**src/hdl/input_capture_unit_map.vh**
```
// register map, field positions, reset values and mode codes of the
// input capture unit; included by the design file only
`ifndef INPUT_CAPTURE_UNIT_MAP_VH
`define INPUT_CAPTURE_UNIT_MAP_VH

// ----------------------------------------------------------------------
// word addresses on the register port
// ----------------------------------------------------------------------
`define ADDR_CONTROL_ONE_LOW 3'h0
`define ADDR_CONTROL_ONE_HIGH 3'h1
`define ADDR_CAPTURE_STATUS_LOW 3'h2
`define ADDR_TIMEBASE_LOW 3'h3
`define ADDR_TIMEBASE_HIGH 3'h4
`define ADDR_BUFFER_LOW 3'h5
`define ADDR_BUFFER_HIGH 3'h6

// ----------------------------------------------------------------------
// field positions
// ----------------------------------------------------------------------
`define MODE_LSB 0
`define MODE_MSB 3
`define CAPTURE_SELECT_BIT 4
`define WIDE_SELECT_BIT 5
`define CLKSEL_LSB 8
`define CLKSEL_MSB 10
`define ENABLE_BIT 15
`define POSTSCALER_LSB 8
`define POSTSCALER_MSB 11
`define NOT_EMPTY_BIT 0
`define OVERFLOW_BIT 1

// ----------------------------------------------------------------------
// reset values
// ----------------------------------------------------------------------
`define CONTROL_ONE_LOW_RESET 16'h0000
`define CONTROL_ONE_HIGH_RESET 16'h0000

// ----------------------------------------------------------------------
// capture modes and clock sources
// ----------------------------------------------------------------------
`define MODE_EDGE_DETECT 4'h0
`define MODE_EVERY_RISE 4'h1
`define MODE_EVERY_FALL 4'h2
`define MODE_EVERY_EDGE 4'h3
`define MODE_FOURTH_RISE 4'h4
`define MODE_SIXTEENTH_RISE 4'h5
`define CLKSRC_SYSTEM 3'h0
`define CLKSRC_EXTERNAL_PIN 3'h1

// ----------------------------------------------------------------------
// counts
// ----------------------------------------------------------------------
`define DEPTH_NARROW 3'h4
`define DEPTH_WIDE 3'h2
`define PRESCALE_FOURTH 4'h3
`define PRESCALE_SIXTEENTH 4'hf
`define POSTSCALE_MAX 4'h3

`endif

```
**src/hdl/input_capture_unit.v**
```verilog
// input capture unit: free-running time base latched into a small fifo
// on selected edges of the capture input pin.
// assumes all inputs are synchronous to sys_clk and a register master
// that never strobes read and write in the same cycle.
//
// Function
// - capture-select high puts the module in capture mode, the only mode
// - mode field picks edge behaviour; wide select picks 16 or 32 bits
// - dedicated up-counter time base written into fifo on each capture
// - time base readable by software one cycle behind the count
// - reset or disable clears flags, fifo, time base, prescaler, events
// - three-bit field selects one of eight time base clock sources
// - wide mode: time base and buffer are 32 bits, split high/low
// - input sampled on timer tick; source holds pulses over a tick
// - simple modes capture value lags edge by up to 1.5 cycles
// - prescaled modes capture value one to two ticks after edge
// - edge detect captures both edges; events continue with the fifo full
// - not-empty sets on capture, clears when all read; reads pop
// - capture into full fifo sets overflow, dropped; stores stop
// - no overflow outside capture mode or in edge detect mode
// - disabled: flags clear, fifo empty, buffer reads return zero
// - software clearing overflow resets pointers, drops data, clears
// - once overflow cleared both flags clear and capture resumes
// - fifo contents undefined after re-enable
// - read after empty returns first buffer location
// - read pointer advances only on most significant word read
// - postscaler sets events per interrupt; draining clears counter
// - on overflow events stop unless postscaler is every capture
//
// The strobed register port and the address map were left to the implementer.
`timescale 1ns/1ps
`include "input_capture_unit_map.vh"

module input_capture_unit
(
	input wire sys_clk,
	input wire rst,
	input wire [2:0] reg_addr,
	input wire [15:0] reg_wdata,
	input wire reg_wr,
	input wire reg_rd,
	output reg [15:0] reg_rdata,
	input wire capture_input_pin,
	input wire external_timer_clock_pin,
	output reg capture_interrupt_flag,
	output wire fifo_not_empty_flag,
	output wire fifo_overflow_flag
);

// ----------------------------------------------------------------------
// control registers
// ----------------------------------------------------------------------
reg [15:0] control_one_low_reg;
reg [15:0] control_one_high_reg;

wire [3:0] capture_mode_field;
wire capture_select;
wire wide_timebase_select;
wire [2:0] timebase_clock_select;
wire module_enable;
wire [3:0] interrupt_postscaler;
wire active;

assign capture_mode_field = control_one_low_reg[`MODE_MSB:`MODE_LSB];
assign capture_select = control_one_low_reg[`CAPTURE_SELECT_BIT];
assign wide_timebase_select = control_one_low_reg[`WIDE_SELECT_BIT];
assign timebase_clock_select = control_one_low_reg[`CLKSEL_MSB:`CLKSEL_LSB];
assign module_enable = control_one_low_reg[`ENABLE_BIT];
assign interrupt_postscaler =
	control_one_high_reg[`POSTSCALER_MSB:`POSTSCALER_LSB];
// capture logic runs only with both bits set
assign active = module_enable & capture_select;

always @(posedge sys_clk or posedge rst)
begin
	if (rst)
	begin
		control_one_low_reg <= `CONTROL_ONE_LOW_RESET;
		control_one_high_reg <= `CONTROL_ONE_HIGH_RESET;
	end
	else if (reg_wr)
	begin
		if (reg_addr == `ADDR_CONTROL_ONE_LOW)
			control_one_low_reg <= reg_wdata;
		if (reg_addr == `ADDR_CONTROL_ONE_HIGH)
			control_one_high_reg <= reg_wdata;
	end
end

// ----------------------------------------------------------------------
// time base clock source
// ----------------------------------------------------------------------
// sources 2..7 divide sys_clk by 2..64; the divider runs only while active
reg [5:0] div_reg;
reg ext_clk_prev_reg;
reg [5:0] div_mask;
reg tick;

always @*
begin
	div_mask = 6'h00;
	case (timebase_clock_select)
		3'h2: div_mask = 6'h01;
		3'h3: div_mask = 6'h03;
		3'h4: div_mask = 6'h07;
		3'h5: div_mask = 6'h0f;
		3'h6: div_mask = 6'h1f;
		3'h7: div_mask = 6'h3f;
		default: div_mask = 6'h00;
	endcase
	case (timebase_clock_select)
		`CLKSRC_SYSTEM: tick = active;
		`CLKSRC_EXTERNAL_PIN:
			tick = active & external_timer_clock_pin & ~ext_clk_prev_reg;
		default: tick = active & ((div_reg & div_mask) == div_mask);
	endcase
end

always @(posedge sys_clk or posedge rst)
begin
	if (rst)
	begin
		div_reg <= 6'h00;
		ext_clk_prev_reg <= 1'b0;
	end
	else
	begin
		ext_clk_prev_reg <= external_timer_clock_pin;
		if (!active)
			div_reg <= 6'h00;
		else
			div_reg <= div_reg + 6'h01;
	end
end

// ----------------------------------------------------------------------
// time base
// ----------------------------------------------------------------------
reg [31:0] timebase_reg;
reg [31:0] timebase_shadow_reg;

always @(posedge sys_clk or posedge rst)
begin
	if (rst)
	begin
		timebase_reg <= 32'h00000000;
		timebase_shadow_reg <= 32'h00000000;
	end
	else
	begin
		// software sees the count through a one-cycle shadow
		timebase_shadow_reg <= timebase_reg;
		if (!active)
			timebase_reg <= 32'h00000000;
		else if (tick)
		begin
			if (wide_timebase_select)
				timebase_reg <= timebase_reg + 32'h00000001;
			else
				timebase_reg <= {16'h0000, timebase_reg[15:0] + 16'h0001};
		end
	end
end

// ----------------------------------------------------------------------
// edge detection and prescaler
// ----------------------------------------------------------------------
reg pin_prev_reg;
reg [3:0] prescale_reg;
reg simple_req_reg;
reg prescale_pending_reg;
wire rise;
wire fall;
wire prescaled_mode;
wire [3:0] prescale_top;
reg simple_event;

// pin is looked at only on a tick, standing in for the falling edge
assign rise = tick & capture_input_pin & ~pin_prev_reg;
assign fall = tick & ~capture_input_pin & pin_prev_reg;
assign prescaled_mode = (capture_mode_field == `MODE_FOURTH_RISE) |
	(capture_mode_field == `MODE_SIXTEENTH_RISE);
assign prescale_top = (capture_mode_field == `MODE_FOURTH_RISE) ?
	`PRESCALE_FOURTH : `PRESCALE_SIXTEENTH;

always @*
begin
	case (capture_mode_field)
		`MODE_EDGE_DETECT: simple_event = rise | fall;
		`MODE_EVERY_RISE: simple_event = rise;
		`MODE_EVERY_FALL: simple_event = fall;
		`MODE_EVERY_EDGE: simple_event = rise | fall;
		default: simple_event = 1'b0;
	endcase
end

always @(posedge sys_clk or posedge rst)
begin
	if (rst)
	begin
		pin_prev_reg <= 1'b0;
		prescale_reg <= 4'h0;
		simple_req_reg <= 1'b0;
		prescale_pending_reg <= 1'b0;
	end
	else if (!active)
	begin
		pin_prev_reg <= 1'b0;
		prescale_reg <= 4'h0;
		simple_req_reg <= 1'b0;
		prescale_pending_reg <= 1'b0;
	end
	else
	begin
		if (tick)
			pin_prev_reg <= capture_input_pin;
		// one cycle of lag keeps the capture within 1.5 cycles of the edge
		simple_req_reg <= simple_event;
		if (prescaled_mode && rise)
		begin
			if (prescale_reg == prescale_top)
			begin
				prescale_reg <= 4'h0;
				prescale_pending_reg <= 1'b1;
			end
			else
				prescale_reg <= prescale_reg + 4'h1;
		end
		else if (prescale_pending_reg && tick)
			prescale_pending_reg <= 1'b0;
	end
end

// ----------------------------------------------------------------------
// capture fifo
// ----------------------------------------------------------------------
reg [15:0] fifo_low_mem [0:3];
reg [15:0] fifo_high_mem [0:3];
reg [1:0] wr_ptr_reg;
reg [1:0] rd_ptr_reg;
reg [2:0] count_reg;
reg overflow_reg;
reg not_empty_reg;
reg [3:0] event_count_reg;

wire attempt;
wire [2:0] depth;
wire full;
wire edge_mode;
wire push;
wire pop_word;
wire pop;
wire sw_clear;
wire ovf_set;
wire drained;
wire event_ok;
wire [3:0] ops_limit;
wire [1:0] wr_ptr_inc;
wire [1:0] rd_ptr_inc;
wire [2:0] count_sum;

// prescaled value is taken on the tick after the qualifying edge
assign attempt = simple_req_reg | (prescale_pending_reg & tick);
assign depth = wide_timebase_select ? `DEPTH_WIDE : `DEPTH_NARROW;
assign full = (count_reg == depth);
assign edge_mode = (capture_mode_field == `MODE_EDGE_DETECT);
assign push = active & attempt & ~full & ~overflow_reg;
assign ovf_set = active & attempt & full & ~edge_mode;
// only the most significant word moves the read pointer
assign pop_word = wide_timebase_select ?
	(reg_addr == `ADDR_BUFFER_HIGH) : (reg_addr == `ADDR_BUFFER_LOW);
assign pop = active & reg_rd & pop_word & (count_reg != 3'h0);
assign sw_clear = active & reg_wr &
	(reg_addr == `ADDR_CAPTURE_STATUS_LOW) &
	~reg_wdata[`OVERFLOW_BIT] & overflow_reg;
assign count_sum = count_reg + {2'b00, push} - {2'b00, pop};
assign drained = pop & (count_sum == 3'h0);
assign wr_ptr_inc = ({1'b0, wr_ptr_reg} == depth - 3'h1) ?
	2'h0 : wr_ptr_reg + 2'h1;
assign rd_ptr_inc = ({1'b0, rd_ptr_reg} == depth - 3'h1) ?
	2'h0 : rd_ptr_reg + 2'h1;
// edge detect keeps interrupting with the fifo full; else only every capture
assign event_ok = push | (active & attempt & (edge_mode |
	(interrupt_postscaler == 4'h0)));
assign ops_limit = (interrupt_postscaler > `POSTSCALE_MAX) ?
	`POSTSCALE_MAX : interrupt_postscaler;

// memory keeps its contents over disable; they count as undefined
always @(posedge sys_clk)
begin
	if (push)
	begin
		fifo_low_mem[wr_ptr_reg] <= timebase_reg[15:0];
		fifo_high_mem[wr_ptr_reg] <= timebase_reg[31:16];
	end
end

always @(posedge sys_clk or posedge rst)
begin
	if (rst)
	begin
		wr_ptr_reg <= 2'h0;
		rd_ptr_reg <= 2'h0;
		count_reg <= 3'h0;
		overflow_reg <= 1'b0;
		not_empty_reg <= 1'b0;
		event_count_reg <= 4'h0;
		capture_interrupt_flag <= 1'b0;
	end
	else if (!active)
	begin
		wr_ptr_reg <= 2'h0;
		rd_ptr_reg <= 2'h0;
		count_reg <= 3'h0;
		overflow_reg <= 1'b0;
		not_empty_reg <= 1'b0;
		event_count_reg <= 4'h0;
		capture_interrupt_flag <= 1'b0;
	end
	else
	begin
		// a fresh overflow in the clear cycle wins over the clear
		if (sw_clear && !ovf_set)
		begin
			wr_ptr_reg <= 2'h0;
			rd_ptr_reg <= 2'h0;
			count_reg <= 3'h0;
			overflow_reg <= 1'b0;
			not_empty_reg <= 1'b0;
		end
		else
		begin
			count_reg <= count_sum;
			not_empty_reg <= (count_sum != 3'h0);
			if (count_sum == 3'h0)
			begin
				// both pointers rest on the first location when empty
				wr_ptr_reg <= 2'h0;
				rd_ptr_reg <= 2'h0;
			end
			else
			begin
				if (push)
					wr_ptr_reg <= wr_ptr_inc;
				if (pop)
					rd_ptr_reg <= rd_ptr_inc;
			end
			if (ovf_set)
				overflow_reg <= 1'b1;
			else if (drained)
				overflow_reg <= 1'b0;
		end
		capture_interrupt_flag <= 1'b0;
		if (event_ok)
		begin
			if (event_count_reg >= ops_limit)
			begin
				event_count_reg <= 4'h0;
				capture_interrupt_flag <= 1'b1;
			end
			else
				event_count_reg <= event_count_reg + 4'h1;
		end
		else if (drained || sw_clear)
			event_count_reg <= 4'h0;
	end
end

assign fifo_not_empty_flag = not_empty_reg;
assign fifo_overflow_flag = overflow_reg;

// ----------------------------------------------------------------------
// register read port
// ----------------------------------------------------------------------
always @(posedge sys_clk or posedge rst)
begin
	if (rst)
		reg_rdata <= 16'h0000;
	else if (reg_rd)
	begin
		case (reg_addr)
			`ADDR_CONTROL_ONE_LOW: reg_rdata <= control_one_low_reg;
			`ADDR_CONTROL_ONE_HIGH: reg_rdata <= control_one_high_reg;
			`ADDR_CAPTURE_STATUS_LOW:
				reg_rdata <= {14'h0000, overflow_reg, not_empty_reg};
			`ADDR_TIMEBASE_LOW: reg_rdata <= timebase_shadow_reg[15:0];
			`ADDR_TIMEBASE_HIGH: reg_rdata <= timebase_shadow_reg[31:16];
			`ADDR_BUFFER_LOW:
				reg_rdata <= active ? fifo_low_mem[rd_ptr_reg] :
					16'h0000;
			`ADDR_BUFFER_HIGH:
				reg_rdata <= (active && wide_timebase_select) ?
					fifo_high_mem[rd_ptr_reg] : 16'h0000;
			default: reg_rdata <= 16'h0000;
		endcase
	end
end

endmodule // input_capture_unit

```
**config.mk**
```make
export PLATFORM = sky130hd
export DESIGN_NAME = input_capture_unit
export DESIGN_NICKNAME = d
export VERILOG_FILES = /design/src/hdl/input_capture_unit.v
export VERILOG_INCLUDE_DIRS = /design/src /design/src/hdl
export SDC_FILE = /design/constraint.sdc
export NUM_CORES = 1
export LEC_CHECK = 0
export BUFFER_PORTS_ARGS = -buffer_cell sky130_fd_sc_hd__buf_2
export CAP_MARGIN = 40
export CORE_ASPECT_RATIO = 1.1
export CORE_MARGIN = 5
export CORE_UTILIZATION = 45
export DETAILED_ROUTE_END_ITERATION = 16
export SKIP_LAST_GASP = 1
export SLEW_MARGIN = 0
export SYNTH_ARGS = -nofsm -noshare
export SYNTH_HDL_FRONTEND = slang
export SYNTH_SLANG_ARGS = --single-unit
```
**constraint.sdc**
```tcl
create_clock -name sys_clk -period 5.15 [get_ports sys_clk]
set_clock_uncertainty 0.2 [all_clocks]
set_input_delay 0.515 -clock sys_clk [delete_from_list [all_inputs] [get_ports sys_clk]]
set_output_delay 0.515 -clock sys_clk [all_outputs]
set_load 0.05 [all_outputs]
```
==> results of run 1 <==
## cells in the mapped netlist, types with 5 or more instances
cell                         n  area, um2
sky130_fd_sc_hd__a22oi_1    13       97.6
sky130_fd_sc_hd__and2_1      6       37.5
sky130_fd_sc_hd__mux2_2     37        417
sky130_fd_sc_hd__o31ai_1    15        113
sky130_fd_sc_hd__xor2_1     10       87.6
sky130_fd_sc_hd__ha_1       14        175
sky130_fd_sc_hd__or3_1       6       37.5
sky130_fd_sc_hd__nand2b_1    8       50.1
sky130_fd_sc_hd__a21oi_1    34        170
sky130_fd_sc_hd__edfxtp_1  128       3840
sky130_fd_sc_hd__mux2i_1    16        160
sky130_fd_sc_hd__mux4_2     32        721
sky130_fd_sc_hd__dfrtp_1   140       3500
sky130_fd_sc_hd__nand2_1    31        116
sky130_fd_sc_hd__o211ai_1    6       45.0
sky130_fd_sc_hd__buf_2      10       50.1
sky130_fd_sc_hd__a31oi_1     5       31.3
sky130_fd_sc_hd__inv_1      38        143
sky130_fd_sc_hd__or4_1      14        105
sky130_fd_sc_hd__clkbuf_1   23       86.3
sky130_fd_sc_hd__and3_1     11       68.8
sky130_fd_sc_hd__nand3_1    25        125
sky130_fd_sc_hd__o21ai_0    14       70.1
sky130_fd_sc_hd__o22ai_1    33        206
sky130_fd_sc_hd__xnor2_1     5       43.8
sky130_fd_sc_hd__nand4_1    13       81.3
sky130_fd_sc_hd__nor2b_1    36        225
sky130_fd_sc_hd__buf_1       6       22.5
sky130_fd_sc_hd__nor3_1     18       90.1
sky130_fd_sc_hd__nor2_1     39        146
sky130_fd_sc_hd__a21o_1      6       45.0
## worst paths after layout
check / endpoint / cells after the start / from
max in group asynchronous: timebase_reg[3] / 4 / rst
setup reg to reg: event_count_reg[3] / 18 / control_one_low_reg[15]
hold reg to reg: div_reg[0] / 1 / div_reg[0]
min in group asynchronous: control_one_high_reg[9] / 3 / rst
setup / recovery: event_count_reg[3] / 18 / control_one_low_reg[15]
hold / removal: control_one_high_reg[6] / 2 / reg_wdata[6]
## final cells by class
cell class                      instances  area (um2)  share of cell area [%]
Clock buffer                           36         781                    5.89
Clock inverter                         16         163                    1.23
Inverter                               38         148                    1.11
Multi-Input combinational cell        493        3900                    29.4
Sequential cell                       268        7350                    55.5
Tap cell                              346         433                    3.27
Timing Repair Buffer                   71         477                    3.60
## routing by layer
| metal | vias up | global-route usage [%] | part of all wire [%] |
|---|---|---|---|
| met5 | - | 0 | 0 |
| met4 | 0 | 6.26 | 3.0 |
| met3 | 42 | 2.66 | 4.6 |
| met2 | 167 | 33.1 | 48 |
| met1 | 3736 | 28.1 | 44 |
| li1 | 3299 | - | - |
## cell usage in the layout (no fill, tap or decap), types with 28 or more instances in the layout
master                      count
sky130_fd_sc_hd__dfrtp_1      139
sky130_fd_sc_hd__edfxtp_1     128
sky130_fd_sc_hd__buf_2         43
sky130_fd_sc_hd__nor2_1        39
sky130_fd_sc_hd__mux2_2        37
sky130_fd_sc_hd__inv_1         37
sky130_fd_sc_hd__nor2b_1       36
sky130_fd_sc_hd__a21oi_1       34
sky130_fd_sc_hd__o22ai_1       33
sky130_fd_sc_hd__mux4_2        32
sky130_fd_sc_hd__nand2_1       31
sky130_fd_sc_hd__clkbuf_16     28
## logic make-up after synthesis
kind of cell / count (synthesis) / synth area share (%)
adder cells (fa/ha/maj): 15 / 1.69
multiplexers: 85 / 11.2
other: 1 / 0.0325
AND/OR/NAND/NOR: 227 / 11.0
flip-flops: 268 / 63.6
buffers and inverters: 78 / 2.71
XOR/XNOR: 15 / 1.14
AO/OA/AOI/OAI: 149 / 8.60
## stage by stage
stage                     area, um2  hold slack [ns]  std cells  utilization, %  total power [W]
after floorplan               11600            0.227        839               -          0.00268
after global placement        12200            0.277       1204            48.2          0.00282
after detailed placement      12200            0.285       1210            48.5          0.00283
after CTS                     13300          0.00205       1268            52.5          0.00488
after global routing          13300          0.00211       1268            52.5          0.00502
final                         13300           0.0183       1268            52.5          0.00483
## power by group through the flow
| stage | Sequential, W | Combinational, W | Clock [W] |
|---|---|---|---|
| after floorplan | 0.00244 | 0.000243 | 0 |
| after global routing | 0.00239 | 0.000448 | 0.00218 |
| after global placement | 0.00242 | 0.000398 | 0 |
| after CTS | 0.00238 | 0.000416 | 0.00208 |
| final | 0.00238 | 0.000414 | 0.00204 |
| after detailed placement | 0.00242 | 0.000411 | 0 |
==> results.yml, run 1 <==
outcome:
  outcome: "completed"
yosys:
  post_synth_edffs: 128
  synth.yosys.warnings: 0
  ys_types: 66
  asyncSetResetFlopFracSynth_pct: 52.2
  postSynthAreaPerCell_um2: 13.8
  synthCells: 838
  ys_flop_type: "sky130_fd_sc_hd__dfrtp_1"
  synth-seq-area-share_pct: 63.6
  postSynthRegisterBits: 268
  post_synth_instance_area_mm2: 0.0116
timing:
  timing.fmax_mhz: 252
  fin_ws_ns: 1.18
  maxSlewHeadroom_pct: 48.6
  final-max-slew-violation-count: 0
  layout_worst_path_cycle_share_pct: 77.0
  shortest_period_the_worst_path_allows_ns: 3.97
  finalHoldViolCount: 0
  worstMarginPinSlew_ns: 0.770
  rsz0062_at_grt: "false"
  finalSetupTns_ns: 0
  setup_viol_count_final: 0
global_route:
  grtUsageTotal_pct: 20.1
  global_route_wire_length_before_repair_um: 44300
  grt_antenna_before_repair: 0
  grt_overflow_total: 0
  grt_max_degree: 54
  grt_pass1_vias: 7269
setup_path:
  worst-path-buf-inv: 5
  r2r_setup_slack_ns: 1.18
  cp_cell_sequence: "and2_1 > buf_4 > o21ai_1 > a21oi_4 > buf_4 > a32oi_1 > nor2_1 > inv_1 > ha_1 > inv_1 > ha_1 > fa_1 > xnor2_1 > nor3_1 > buf_4 > a31oi_1 > a21boi_1 > o2bb2ai_1"
  cp_slowest_stage_delay_ns: 0.41
  critical_path.top_delay_family: "compound AO/OA/AOI/OAI gates"
  critical_path_arrival_ns: 4.24
  start_kind: "register"
  critPathMostFrequentCell: "sky130_fd_sc_hd__buf_4"
  cp.required_ns: 5.42
  worstSetupEndpointType: "register"
  path_class: "register to register"
  crit_fanout: 19
  crit_path_top_delay_cell: "sky130_fd_sc_hd__dfrtp_1"
clock_tree:
  clock_tree_from_tritoncts: "yes"
  cts-root-buf: "sky130_fd_sc_hd__clkbuf_16"
  cts_hold_buf: 6
  numCtsBuffers: 28
  clk_slew_on_worst_s_h_paths_ns: 0.06
  post_cts_resize_count: 0
  cts-htree-levels: 1
  clock-sinks: 268
  clk-insertion-delay-late_ns: 0.55
  cts-root-to-sink-buffers: 3
  cts_setup_buffers: 0
power_and_ir_drop:
  power_leakage_nw: 5.12
  clockPowerShare_pct: 42.2
  swShare_pct: 24.2
  switching_power_w: 0.00117
  peakVddDrop_v: 0.000238
  internal-power_w: 0.00366
  power.combinational.fraction_pct: 8.6
  pwr-share-seq_pct: 49.2
  pwr_density_cell_mw_per_mm2: 365
cells_and_area:
  top_regs: "fifo_high_mem (64), fifo_low_mem (64)"
  post_route_cells_drive_above_1_share_pct: 21.5
  antennaDiodeCount: 0
  area_growth_synth_to_finish_pct: 14.7
  finish.net_count: 940
  fillerInstances: 2100
placement:
  gp_congestion: 0.845
  dp_hpwl_um: 18700
  port_buffers: 43
  detailedPlace.worstSlack_ns: 1.21
floorplan:
  placement_rows: 61
  die_h_um: 178
  die_area_mm2: 0.0290
  core_mm2: 0.0253
  pin_count: 44
  initial_core_util_pct: 45.7
  die_x_um: 163
min_path:
  hold_class: "primary input to register"
job:
  drv_cap: 0
detailed_routing:
  remaining_drc_errors: 0
  first_pass_iters: 5
  vias_per_cell: 5.71
  antenna_left: 0
  routed_wl_um: 28700
  via_count: 7244
  drt_iter0_markers: 618
  wl_per_cell_um: 22.6
No activity file was read; power rests on OpenSTA's default activity.
==> inputs of run 2 (changes only) <==
clock period = 3.68 ns   (was 5.15 ns; I/O delays follow)
==> results.yml, run 2 (synthesis results as in run 1) <==
outcome:
  outcome: "completed"
setup_path:
  critical_path_arrival_ns: 3.65
  worst_reg2reg_path_endpoint: "event_count_reg[2]"
  path_class: "register to register"
  rr_worst_depth: 15
  r2r_setup_slack_ns: 0.25
  worstSetupEndpointType: "register"
  start_kind: "register"
  cp.required_ns: 3.89
  regToRegStartpoint: "control_one_low_reg[10]"
  crit_fanout: 6
timing:
  setup_viol_count_final: 0
  final-max-slew-violation-count: 0
  rsz0062_at_grt: "false"
  maxSlewHeadroom_pct: 41.1
  shortest_period_the_worst_path_allows_ns: 3.43
  min_hold_slack_ns: 0.189
  layout_worst_path_cycle_share_pct: 93.3
  timing.fmax_mhz: 291
  finalSetupTns_ns: 0
  worstMarginPinSlew_ns: 0.883
  finalHoldViolCount: 0
cells_and_area:
  top_regs: "fifo_high_mem (64), fifo_low_mem (64)"
  area_growth_synth_to_finish_pct: 16.2
  finish.net_count: 960
  post_route_cells_drive_above_1_share_pct: 21.7
  final_area_mm2: 0.0134
  antennaDiodeCount: 0
  final_cell_mix: "sky130_fd_sc_hd__dfrtp_1 (139), sky130_fd_sc_hd__edfxtp_1 (128), sky130_fd_sc_hd__buf_2 (43)"
  layout.cells.most_common: "sky130_fd_sc_hd__dfrtp_1"
power_and_ir_drop:
  swShare_pct: 24.1
  internal-power_w: 0.00510
  clockPowerShare_pct: 41.3
  switching_power_w: 0.00161
  power.combinational.fraction_pct: 9.4
  power_leakage_nw: 5.19
  pwr-share-seq_pct: 49.3
  peakVddDrop_v: 0.000282
  pwr_density_cell_mw_per_mm2: 500
floorplan:
  die_area_mm2: 0.0290
  initial_core_util_pct: 45.7
  die_x_um: 163
  die_h_um: 178
  placement_rows: 61
  pin_count: 44
  core_mm2: 0.0253
placement:
  port_buffers: 43
  detailed_place.area_mm2: 0.0123
  gp_congestion: 0.859
  dp_hpwl_um: 18700
clock_tree:
  cts-root-buf: "sky130_fd_sc_hd__clkbuf_16"
  clk-insertion-delay-late_ns: 0.52
  numCtsBuffers: 27
  cts-root-to-sink-buffers: 3
  clk_slew_on_worst_s_h_paths_ns: 0.07
  clock_tree_from_tritoncts: "yes"
  cts_setup_buffers: 0
  cts-htree-levels: 1
  clock-sinks: 268
detailed_routing:
  via_count: 7361
  routed_wl_um: 29400
  wl_per_cell_um: 22.8
  drt_iter0_markers: 688
  remaining_drc_errors: 0
  first_pass_iters: 5
  antenna_left: 0
  vias_per_cell: 5.72
min_path:
  holdPathEnd: "rd_ptr_reg[0]"
  hp-start: "reg_addr[2]"
  hold_path_depth: 4
  hold_class: "primary input to register"
global_route:
  globalRouteMet1Util_pct: 28.9
  grt_max_degree: 83
  groute.layer.met3.usage_pct: 1.99
  grt_overflow_total: 0
  global_route_wire_length_before_repair_um: 46000
  grtUsageMet2_pct: 34.7
  most_crowded_layer_after_global_routing: "met2"
  grt_antenna_before_repair: 0
  grtUsageTotal_pct: 20.7
  grt_pass1_vias: 7620
job:
  drv_cap: 0
run 2: cell count changes in the layout (fill, tap and decap cells not counted), moves of 2 or more:
cell | before | now
sky130_fd_sc_hd__buf_12 | 1 | 5
sky130_fd_sc_hd__dlygate4sd3_1 | 6 | 19
sky130_fd_sc_hd__clkbuf_8 | 5 | 3
sky130_fd_sc_hd__buf_4 | 19 | 25
run 2: layer usage:
layer | share of wire, % | wire length, um | up-vias
met1 | 44 | 13100 | 3826
met3 | 3.6 | 1060 | 45
met2 | 49 | 14500 | 178
met4 | 2.7 | 805 | 0
met5 | 0 | 0 | -
li1 | - | - | 3312
run 2: how the worst max path moves through the flow:
stage	start	to	cells after the start	slack [ns]
floorplan	reg_addr[0]	event_count_reg[2]	12	0.14
global placement	reg_addr[1]	event_count_reg[2]	12	0.27
detailed placement	reg_addr[1]	event_count_reg[3]	13	0.21
CTS	control_one_low_reg[10]	event_count_reg[2]	15	0.24
global route	control_one_low_reg[5]	event_count_reg[2]	11	0.02
finish	control_one_low_reg[10]	event_count_reg[2]	15	0.25
run 2: through the flow:
stage / total power (W) / instances / worst slack, ns / util (%)
after floorplan: 0.00375 / 839 / 0.138 / -
after global placement: 0.00397 / 1218 / 0.266 / 48.8
final: 0.00671 / 1286 / 0.247 / 53.1
after CTS: 0.00677 / 1286 / 0.239 / 53.1
after detailed placement: 0.00398 / 1218 / 0.212 / 48.8
after global routing: 0.00696 / 1286 / 0.0196 / 53.1
run 2: final cells by class:
cell class | count | area, um2
inverters | 38 | 146
flip-flops and latches | 268 | 7350
clock inverters | 15 | 146
fillers | 2112 | 11800
well taps | 346 | 433
multi-input cells | 493 | 3910
repair buffers | 92 | 693
clock buffers | 34 | 753
run 2: worst max-delay path: stages (launching register included):
cell                       delay [ns]
sky130_fd_sc_hd__dfrtp_1         0.49
sky130_fd_sc_hd__nor2_1          0.10
sky130_fd_sc_hd__a22o_1          0.23
sky130_fd_sc_hd__o21ai_4         0.13
sky130_fd_sc_hd__a32oi_1         0.15
sky130_fd_sc_hd__nor2_1          0.12
sky130_fd_sc_hd__inv_1           0.05
sky130_fd_sc_hd__ha_1            0.28
sky130_fd_sc_hd__inv_1           0.04
sky130_fd_sc_hd__ha_1            0.18
sky130_fd_sc_hd__fa_1            0.38
sky130_fd_sc_hd__xnor2_1         0.15
sky130_fd_sc_hd__nor3_1          0.23
sky130_fd_sc_hd__a31oi_1         0.19
sky130_fd_sc_hd__a21boi_2        0.22
sky130_fd_sc_hd__a21o_1          0.19
run 2: timing repair:
action / in CTS / in global routing
hold endpoints to repair: 64 / 0
resized for setup: 0 / 1
hold buffers: 19 / 0
setup endpoints to repair: 0 / 1
run 2: power by group through the flow:
stage	Sequential, W	Combinational (W)	Clock (W)
global route	0.00332	0.000681	0.00296
finish	0.00331	0.000628	0.00277
floorplan	0.00341	0.000341	0
CTS	0.00331	0.000630	0.00283
detailed placement	0.00337	0.000611	0
global placement	0.00337	0.000605	0
